[src/logic/scd_pkg.sv]
// Package of constants and carrier types for the command word decoder.
package scd_pkg;
    localparam int QSEL_BIT   = 30;
    localparam int LONG_BIT   = 28;
    localparam int COEF_BIT   = 27;
    localparam int LINEAR_BIT = 26;
    localparam int DOUBLE_BIT = 25;
    localparam int FLOAT_BIT  = 24;
    localparam logic [8:0] RELOC_LO   = 9'h1c0;
    localparam logic [8:0] RELOC_HI   = 9'h1ff;
    localparam logic [8:0] BASE_RESET = 9'h000;
    localparam logic [7:0] OP_BASE_LOAD = 8'h01;
    localparam logic [7:0] OP_WRITE     = 8'h02;
    localparam logic [7:0] OP_SET_ENAB  = 8'h03;
    localparam logic [7:0] OP_SET_CARRY = 8'h04;
    localparam logic [7:0] OP_LOAD_S    = 8'h05;
    localparam logic [7:0] OP_SHIFT_NB  = 8'h06;
    localparam logic [7:0] OP_BIT_WRITE = 8'h07;
    localparam int FIFO_DEPTH = 16;

    typedef enum logic [3:0] {
        ST_MAIN = 4'h1,
        ST_SUPP = 4'h2,
        ST_COEF = 4'h4,
        ST_EXEC = 4'h8
    } scd_state_t;

    typedef struct packed {
        logic        queue_sel;
        logic [7:0]  opcode;
        logic [31:0] supp;
        logic        is_float;
        logic        is_double;
        logic [63:0] coef_c;
    } scd_cmd_t;

    typedef struct packed {
        logic        en;
        logic        carry;
        logic [7:0]  s;
    } scd_pe_t;
endpackage : scd_pkg

[src/logic/scd_decoder.sv]
// Command word decoder driving a SIMD array of byte-wide elements.
// Operation
// - Main opcode first, supplementary word second
// - Bit 30 selects composition queue
// - Bit 28 means supplementary word follows
// - Bit 27 means coefficient words follow
// - Bit 26 selects one or three coefficients
// - Bit 25 selects 32 or 64 bit coefficients
// - Bit 24 marks coefficients floating point
// - Coefficient flags set length for every command
// - Words ordered main, supp, A, B, C
// - Word-order bit swaps halves of 64-bit coefficients
// - All elements run same instruction together
// - Elements take data from one neighbour, next index up, wrapping
// - Memory writes only at enabled elements
// - Carry defined only at enabled elements
// - Scratch register updated at every element
// - Multi-byte integers stored little-endian
// - Bit index 0 to 7, 0 is LSB
// - Addresses 448-511 relocated by base register
// - Base register loaded only by its command
`timescale 1ns/1ns
module scd_decoder #(
    parameter int NPE = 8
) (
    input  wire logic              ref_clk_i,
    input  wire logic              sys_rst_i,
    input  wire logic              word_valid_i,
    output logic                   word_ready_o,
    input  wire logic [31:0]       word_i,
    input  wire logic              word_swap_i,
    output logic                   exec_o,
    output logic                   exec_queue_o,
    output logic [7:0]             exec_opcode_o,
    output logic [8:0]             mem_addr_o,
    output logic [NPE-1:0]         mem_we_o,
    output logic [NPE*8-1:0]       mem_wdata_o,
    output logic [NPE-1:0]         enable_o,
    output logic [NPE-1:0]         carry_o,
    output logic [NPE*8-1:0]       scratch_o,
    output logic [8:0]             base_o
);
    typedef struct packed {
        scd_pkg::scd_state_t st;
        scd_pkg::scd_cmd_t   cmd;
        logic [2:0]          left;
        logic                hi_half;
        logic                exec;
        logic [8:0]          addr;
        logic [NPE-1:0]      we;
        logic [NPE*8-1:0]    wdata;
        scd_pkg::scd_pe_t [NPE-1:0] pe;
        logic [8:0]          base;
        logic [3:0]          coef_left;
    } scd_st_t;

    scd_st_t     s_q;
    scd_st_t     s_d;
    logic        f_valid;
    logic        f_ready;
    logic [31:0] f_word;
    logic [8:0]  raw_addr;
    logic [8:0]  eff_addr;
    logic [7:0]  opnd;
    logic [2:0]  bit_idx;

    scd_fifo #(.WIDTH(32), .DEPTH(scd_pkg::FIFO_DEPTH)) u_fifo (
        .ref_clk_i  (ref_clk_i),
        .sys_rst_i  (sys_rst_i),
        .in_valid_i (word_valid_i),
        .in_ready_o (word_ready_o),
        .in_data_i  (word_i),
        .out_valid_o(f_valid),
        .out_ready_i(f_ready),
        .out_data_o (f_word)
    );

    // Words are not drained while executing, so a burst backs up the FIFO.
    assign f_ready  = (s_q.st != scd_pkg::ST_EXEC);
    assign raw_addr = s_q.cmd.supp[8:0];
    assign opnd     = s_q.cmd.supp[23:16];
    assign bit_idx  = s_q.cmd.supp[26:24];
    // Upper window maps onto base-relative space.
    assign eff_addr = (raw_addr >= scd_pkg::RELOC_LO) ?
        9'(raw_addr - scd_pkg::RELOC_LO + s_q.base) : raw_addr;

    always_comb begin
        logic [3:0] n;
        logic [63:0] c;
        n = '0;
        c = s_q.cmd.coef_c;
        s_d = s_q;
        s_d.exec = 1'b0;
        s_d.we = '0;
        case (s_q.st)
            scd_pkg::ST_MAIN: begin
                if (f_valid) begin
                    // Main word always opens a command.
                    s_d.cmd.queue_sel = f_word[scd_pkg::QSEL_BIT];
                    s_d.cmd.opcode    = f_word[7:0];
                    s_d.cmd.supp      = '0;
                    s_d.cmd.coef_c    = '0;
                    s_d.cmd.is_float  = f_word[scd_pkg::FLOAT_BIT];
                    s_d.cmd.is_double = f_word[scd_pkg::DOUBLE_BIT];
                    s_d.hi_half = 1'b0;
                    // Count of coefficient words, even for hidden C.
                    if (f_word[scd_pkg::COEF_BIT]) begin
                        n = f_word[scd_pkg::LINEAR_BIT] ? 4'd3 : 4'd1;
                        if (f_word[scd_pkg::DOUBLE_BIT]) begin
                            n = 4'(n << 1);
                        end
                    end
                    s_d.coef_left = n;
                    if (f_word[scd_pkg::LONG_BIT]) begin
                        s_d.st = scd_pkg::ST_SUPP;
                    end else if (n != 4'd0) begin
                        s_d.st = scd_pkg::ST_COEF;
                    end else begin
                        s_d.st = scd_pkg::ST_EXEC;
                    end
                end
            end
            scd_pkg::ST_SUPP: begin
                if (f_valid) begin
                    s_d.cmd.supp = f_word;
                    s_d.st = (s_q.coef_left != 4'd0) ?
                        scd_pkg::ST_COEF : scd_pkg::ST_EXEC;
                end
            end
            scd_pkg::ST_COEF: begin
                if (f_valid) begin
                    // A, B then C arrive in order; C is the last kept.
                    if (s_q.cmd.is_double) begin
                        if (s_q.hi_half ^ word_swap_i) begin
                            c[63:32] = f_word;
                        end else begin
                            c[31:0] = f_word;
                        end
                        s_d.hi_half = ~s_q.hi_half;
                    end else begin
                        c = {{32{f_word[31]}}, f_word};
                    end
                    s_d.cmd.coef_c = c;
                    s_d.coef_left = s_q.coef_left - 4'd1;
                    if (s_q.coef_left == 4'd1) begin
                        s_d.st = scd_pkg::ST_EXEC;
                    end
                end
            end
            scd_pkg::ST_EXEC: begin
                // One broadcast step applied to every element.
                s_d.exec = 1'b1;
                s_d.addr = eff_addr;
                s_d.st = scd_pkg::ST_MAIN;
                for (int i = 0; i < NPE; i++) begin
                    logic [7:0] nb;
                    nb = s_q.pe[(i + 1) % NPE].s;
                    case (s_q.cmd.opcode)
                        scd_pkg::OP_BASE_LOAD: begin
                            s_d.base = raw_addr;
                        end
                        scd_pkg::OP_WRITE: begin
                            // Low byte of C goes to lowest address.
                            s_d.wdata[i*8 +: 8] = s_q.cmd.coef_c[7:0];
                            s_d.we[i] = s_q.pe[i].en;
                        end
                        scd_pkg::OP_SET_ENAB: begin
                            s_d.pe[i].en = opnd[0];
                        end
                        scd_pkg::OP_SET_CARRY: begin
                            if (s_q.pe[i].en) begin
                                s_d.pe[i].carry = opnd[0];
                            end
                        end
                        scd_pkg::OP_LOAD_S: begin
                            s_d.pe[i].s = opnd;
                        end
                        scd_pkg::OP_SHIFT_NB: begin
                            s_d.pe[i].s = nb;
                        end
                        scd_pkg::OP_BIT_WRITE: begin
                            s_d.wdata[i*8 +: 8] = 8'h01 << bit_idx;
                            s_d.we[i] = s_q.pe[i].en;
                        end
                        default: begin
                            s_d.we[i] = 1'b0;
                        end
                    endcase
                end
            end
            default: begin
                s_d.st = scd_pkg::ST_MAIN;
            end
        endcase
    end

    always_ff @(posedge ref_clk_i or posedge sys_rst_i) begin
        if (sys_rst_i) begin
            s_q <= '0;
            s_q.st <= scd_pkg::ST_MAIN;
            s_q.base <= scd_pkg::BASE_RESET;
        end else begin
            s_q <= s_d;
        end
    end

    always_ff @(posedge ref_clk_i or posedge sys_rst_i) begin
        if (sys_rst_i) begin
            exec_o        <= 1'b0;
            exec_queue_o  <= 1'b0;
            exec_opcode_o <= '0;
        end else begin
            exec_o        <= s_d.exec;
            exec_queue_o  <= s_q.cmd.queue_sel;
            exec_opcode_o <= s_q.cmd.opcode;
        end
    end

    assign mem_addr_o  = s_q.addr;
    assign mem_we_o    = s_q.we;
    assign mem_wdata_o = s_q.wdata;
    assign base_o      = s_q.base;

    for (genvar g = 0; g < NPE; g++) begin : g_pe
        assign enable_o[g]        = s_q.pe[g].en;
        assign carry_o[g]         = s_q.pe[g].carry;
        assign scratch_o[g*8 +: 8] = s_q.pe[g].s;
    end

    exec_once_a: assert property (@(posedge ref_clk_i) disable iff (sys_rst_i)
        s_q.st == scd_pkg::ST_EXEC |=> s_q.st == scd_pkg::ST_MAIN)
        else $error("exec state lasted more than one cycle");
    long_bit_a: assert property (@(posedge ref_clk_i) disable iff (sys_rst_i)
        s_q.st == scd_pkg::ST_MAIN && f_valid && f_word[scd_pkg::LONG_BIT]
        |=> s_q.st == scd_pkg::ST_SUPP)
        else $error("long bit did not expect supplementary word");
    no_coef_a: assert property (@(posedge ref_clk_i) disable iff (sys_rst_i)
        s_q.st == scd_pkg::ST_MAIN && f_valid &&
        !f_word[scd_pkg::LONG_BIT] && !f_word[scd_pkg::COEF_BIT]
        |=> s_q.st == scd_pkg::ST_EXEC)
        else $error("command without coefficients not executed");
    coef_len_a: assert property (@(posedge ref_clk_i) disable iff (sys_rst_i)
        s_q.st == scd_pkg::ST_MAIN && f_valid && !f_word[scd_pkg::LONG_BIT]
        && f_word[scd_pkg::COEF_BIT] && f_word[scd_pkg::LINEAR_BIT]
        && f_word[scd_pkg::DOUBLE_BIT] |=> s_q.coef_left == 4'd6)
        else $error("linear double needs six words");
    queue_sel_a: assert property (@(posedge ref_clk_i) disable iff (sys_rst_i)
        s_q.st == scd_pkg::ST_MAIN && f_valid
        |=> s_q.cmd.queue_sel == $past(f_word[scd_pkg::QSEL_BIT]))
        else $error("queue select not captured");
    we_enab_a: assert property (@(posedge ref_clk_i) disable iff (sys_rst_i)
        (s_q.we & ~enable_o) == '0)
        else $error("write at disabled element");
    reloc_a: assert property (@(posedge ref_clk_i) disable iff (sys_rst_i)
        s_q.st == scd_pkg::ST_EXEC && raw_addr == 9'h1c0
        |=> s_q.addr == $past(s_q.base))
        else $error("relocated address wrong");
    base_hold_a: assert property (@(posedge ref_clk_i) disable iff (sys_rst_i)
        !(s_q.st == scd_pkg::ST_EXEC
          && s_q.cmd.opcode == scd_pkg::OP_BASE_LOAD) |=> $stable(s_q.base))
        else $error("base changed without base load");
    no_drain_a: assert property (@(posedge ref_clk_i) disable iff (sys_rst_i)
        s_q.st == scd_pkg::ST_EXEC |-> !f_ready)
        else $error("word taken during execute");
endmodule : scd_decoder

[src/logic/scd_fifo.sv]
// Parameterised valid/ready FIFO for incoming command words.
`timescale 1ns/1ns
module scd_fifo #(
    parameter int WIDTH = 32,
    parameter int DEPTH = 16
) (
    input  wire logic             ref_clk_i,
    input  wire logic             sys_rst_i,
    input  wire logic             in_valid_i,
    output logic                  in_ready_o,
    input  wire logic [WIDTH-1:0] in_data_i,
    output logic                  out_valid_o,
    input  wire logic             out_ready_i,
    output logic      [WIDTH-1:0] out_data_o
);
    localparam int AW = $clog2(DEPTH);
    logic [WIDTH-1:0] mem [DEPTH];
    logic [AW:0]      wp_q;
    logic [AW:0]      rp_q;
    logic [AW:0]      wp_d;
    logic [AW:0]      rp_d;
    logic             ready_q;
    logic             push;
    logic             pop;

    // Ready is registered from the next pointers so it leaves a flip-flop
    // while still saying exactly what the current pointers would say.
    assign in_ready_o  = ready_q;
    assign wp_d        = wp_q + (AW+1)'(push);
    assign rp_d        = rp_q + (AW+1)'(pop);
    assign out_valid_o = wp_q != rp_q;
    assign out_data_o  = mem[rp_q[AW-1:0]];
    assign push        = in_valid_i && in_ready_o;
    assign pop         = out_valid_o && out_ready_i;

    always_ff @(posedge ref_clk_i) begin
        if (push) begin
            mem[wp_q[AW-1:0]] <= in_data_i;
        end
    end

    always_ff @(posedge ref_clk_i or posedge sys_rst_i) begin
        if (sys_rst_i) begin
            wp_q    <= '0;
            rp_q    <= '0;
            ready_q <= 1'b1;
        end else begin
            wp_q    <= wp_d;
            rp_q    <= rp_d;
            ready_q <= (wp_d - rp_d) != (AW+1)'(DEPTH);
        end
    end
endmodule : scd_fifo

[config.mk]
export PLATFORM = sky130hd
export DESIGN_NAME = scd_decoder
export DESIGN_NICKNAME = d
export VERILOG_FILES = /design/src/logic/scd_pkg.sv /design/src/logic/scd_decoder.sv /design/src/logic/scd_fifo.sv
export SDC_FILE = /design/constraint.sdc
export NUM_CORES = 1
export LEC_CHECK = 0
export BUFFER_PORTS_ARGS = -buffer_cell sky130_fd_sc_hd__buf_2
export CORE_UTILIZATION = 41
export DETAILED_ROUTE_END_ITERATION = 8
export GPL_TIMING_DRIVEN = 1
export HOLD_SLACK_MARGIN = 0.06
export SLEW_MARGIN = 5
export SYNTH_ARGS = -nofsm -noshare
export SYNTH_HDL_FRONTEND = slang
export SYNTH_SLANG_ARGS = --single-unit
[constraint.sdc]
create_clock -name ref_clk_i -period 6.54 [get_ports ref_clk_i]
set_input_delay 1.635 -clock ref_clk_i [delete_from_list [all_inputs] [get_ports ref_clk_i]]
set_output_delay 1.635 -clock ref_clk_i [all_outputs]
set_load 0.02 [all_outputs]
==> results.json <==
{
  "outcome": "finished, final reports clean",
  "antenna_found_initial": 1,
  "grt_pass1_wl_um": 72300,
  "overflow": 0,
  "drv_cap": 0,
  "p_sw_uw": 3300,
  "fill_cells": 4709,
  "via_per_inst": 5.23,
  "place.gp.congestion": 0.768,
  "hold_viol": 0,
  "synth_top_family_by_area": "multiplexers",
  "worstMarginPinSlew_ns": 1.15,
  "slew_viol_final": 0,
  "required_ns": 7.04,
  "crit_path_start_kind": "flip-flop",
  "hp-class": "reg -> reg",
  "fin_setup_tns_ns": 0,
  "cp_max_fo": 47,
  "synth_fa_ha_area_frac": 0.0148,
  "fin_crit_ns": 3.72,
  "synth_ff_type": "edfxtp_1",
  "first_pass_iters": 5,
  "coreArea_um2": 54000,
  "wirelength_um": 47300,
  "cts_root_buf": "clkbuf_16",
  "htreeDepth": 2,
  "place_ws_ns": 2.47,
  "cts_tree": "yes",
  "drtIter0Drc": 897,
  "setup_slack_ns": 2.82,
  "async_flop_share": 0.304,
  "finalCritPeriodShare": 0.569,
  "ioPinCount": 217,
  "synthCells": 1411,
  "die_x_um": 236,
  "syn_area_per_cell_um2": 15.9,
  "syn_area_um2": 22500,
  "p_sw_frac": 0.317,
  "cts_setup_buffers": 0,
  "fmax_mhz": 269,
  "final_cell_mix": "edfxtp_1, buf_2, dfrtp_1, mux4_2, nand2_1",
  "cp.arrival_ns": 4.22,
  "grt_usage": 0.171,
  "hpwl_um": 28800,
  "ctsHoldBuffers": 0,
  "p_leak_uw": 0.00945,
  "clockBufferDepth": 3,
  "cts_made_buffers": 55,
  "rows": 85,
  "final_common_cell": "edfxtp_1",
  "synth_xor_area_frac": 0.0101,
  "rsz0062_at_grt": "no",
  "multi_input_comb_area_um2": 5700,
  "seq_area_frac_synth": 0.671,
  "ys_warn_count": 0,
  "drive_gt1_frac": 0.318,
  "muxShareOfSynthArea": 0.126,
  "crit_type": "reg -> reg",
  "cts_resized": 0,
  "synthSimpleGateAreaFrac": 0.0421,
  "cts.sinks": 529,
  "seqPwrFrac": 0.431,
  "internal-power_uw": 7090,
  "fin_nets": 1515,
  "start_util": 0.416,
  "fin_skew_ns": 0.0124,
  "end_kind": "flip-flop",
  "slew_headroom": 0.233,
  "clk_latency_ns": 0.60,
  "synth.net_count": 1473,
  "cellPowerDensity_nw_per_um2": 420,
  "clkPwrFrac": 0.292,
  "comb_power_share": 0.277,
  "synth-edff-count": 368,
  "synth_cell_types": 55,
  "dieArea_um2": 55800,
  "chipHeight_um": 236,
  "ir_worst_vdd_mv": 0.219,
  "final_antenna_net_count": 0,
  "port_buffers": 207,
  "grt_pass1_vias": 11600,
  "drc": 0,
  "setup_viol": 0,
  "area.growth.synth_to_final_pct": 9.95,
  "num_vias": 11500,
  "clk_pin_slew_ns": 0.06,
  "synth_compound_area_frac": 0.0579,
  "layout.area.seq_um2": 15100,
  "wl_per_cell_um": 21.6,
  "grt_max_degree": 129,
  "ys_seq_elements": 529
}
[per-stage QoR]
step	cells	power [uW]	instance area, um2	hold WS [ns]	utilization
3_5_place_dp	2092	7500	23000	0.373	0.425
3_3_place_gp	2092	7450	23000	0.360	0.425
4_1_cts	2194	10600	24700	0.389	0.457
5_1_grt	2194	10900	24700	0.402	0.457
2_1_floorplan	1411	6620	22500	0.350	-
6_report	2195	10400	24700	0.382	0.458
[registers in the layout (all words and copies together) (netlist names), 3 cells and up]
name and flops:
exec_opcode_o 8, raw_addr 9, opnd 8, base_o 9
u_fifo.rp_q 5, s_q 27, mem_addr_o 9, mem_wdata_o 8
u_fifo.mem 368, bit_idx 3, scratch_o 64, u_fifo.wp_q 5
[area by class of cell]
type / count / share of cell area
diodes: 1 / 0.000101
clock buffers: 63 / 0.0581
clock inverters: 39 / 0.0125
inverters: 19 / 0.00309
multi-input cells: 615 / 0.231
flip-flops and latches: 529 / 0.610
well taps: 696 / 0.0352
repair buffers: 233 / 0.0498
[metal layers]
| metal | global-route usage | wire length [um] |
|---|---|---|
| met5 | 0 | 11 |
| met3 | 0.0310 | 2380 |
| met1 | 0.238 | 21200 |
| met4 | 0.0474 | 925 |
| met2 | 0.277 | 22800 |
[power groups by stage]
| stage | clock network (uW) | registers (uW) | logic, uW |
|---|---|---|---|
| 6_report | 3030 | 4480 | 2880 |
| 5_1_grt | 3230 | 4550 | 3140 |
| 4_1_cts | 3110 | 4500 | 2940 |
| 3_5_place_dp | 0 | 4570 | 2930 |
| 3_3_place_gp | 0 | 4550 | 2900 |
| 2_1_floorplan | 0 | 4300 | 2310 |
[worst max-delay path: stages (launching register included)]
cell	delay (ns)
dfrtp_4	1.07
xor2_1	0.16
nor3_1	0.35
and2_1	0.28
nor2_1	0.10
ha_1	0.24
ha_1	0.31
inv_1	0.05
ha_1	0.29
nor2b_1	0.13
o21ai_0	0.14
nand2b_1	0.09
o31ai_1	0.26
nand4_1	0.14
[kinds of logic (layout without fill, tap and decap cells)]
logic type,after synthesis,count (layout)
flops,529,529
buf+inv,267,354
compound gates,220,220
simple gates,202,202
mux,141,141
fa+ha+maj,26,26
xor+xnor,26,26
other cells,0,1
[cells in the mapped netlist, drive strengths merged, types with 5 or more instances]
cell type,n,area share
edfxtp,368,0.49
buf,207,0.069
dfrtp,159,0.18
mux4,111,0.11
nand2,97,0.016
o21ai,83,0.018
a21oi,76,0.017
clkbuf,41,0.0068
nor2,41,0.0072
a22o,29,0.011
ha,25,0.014
inv,19,0.0032
mux2,19,0.0095
nor2b,15,0.0042
xor2,15,0.0058
nand3,12,0.0027
mux2i,11,0.0049
nor3,11,0.0029
xnor2,11,0.0043
a22oi,8,0.0027
nand4,5,0.0014
[worst paths after layout]
kind / endpoint / start / slack (ns) / depth (start not counted)
max in group asynchronous: scratch_o[41] / sys_rst_i / 4.12 / 3
max reg2reg: u_fifo.in_ready_o / u_fifo.rp_q[0] / 2.82 / 13
max: u_fifo.in_ready_o / u_fifo.rp_q[0] / 2.82 / 13
min in group asynchronous: mem_addr_o[8] / sys_rst_i / 1.10 / 2
min: exec_queue_o / s_q[285] / 0.38 / 0
min reg2reg: exec_queue_o / s_q[285] / 0.38 / 0
Note: power is estimated with default switching activity, not from simulation.
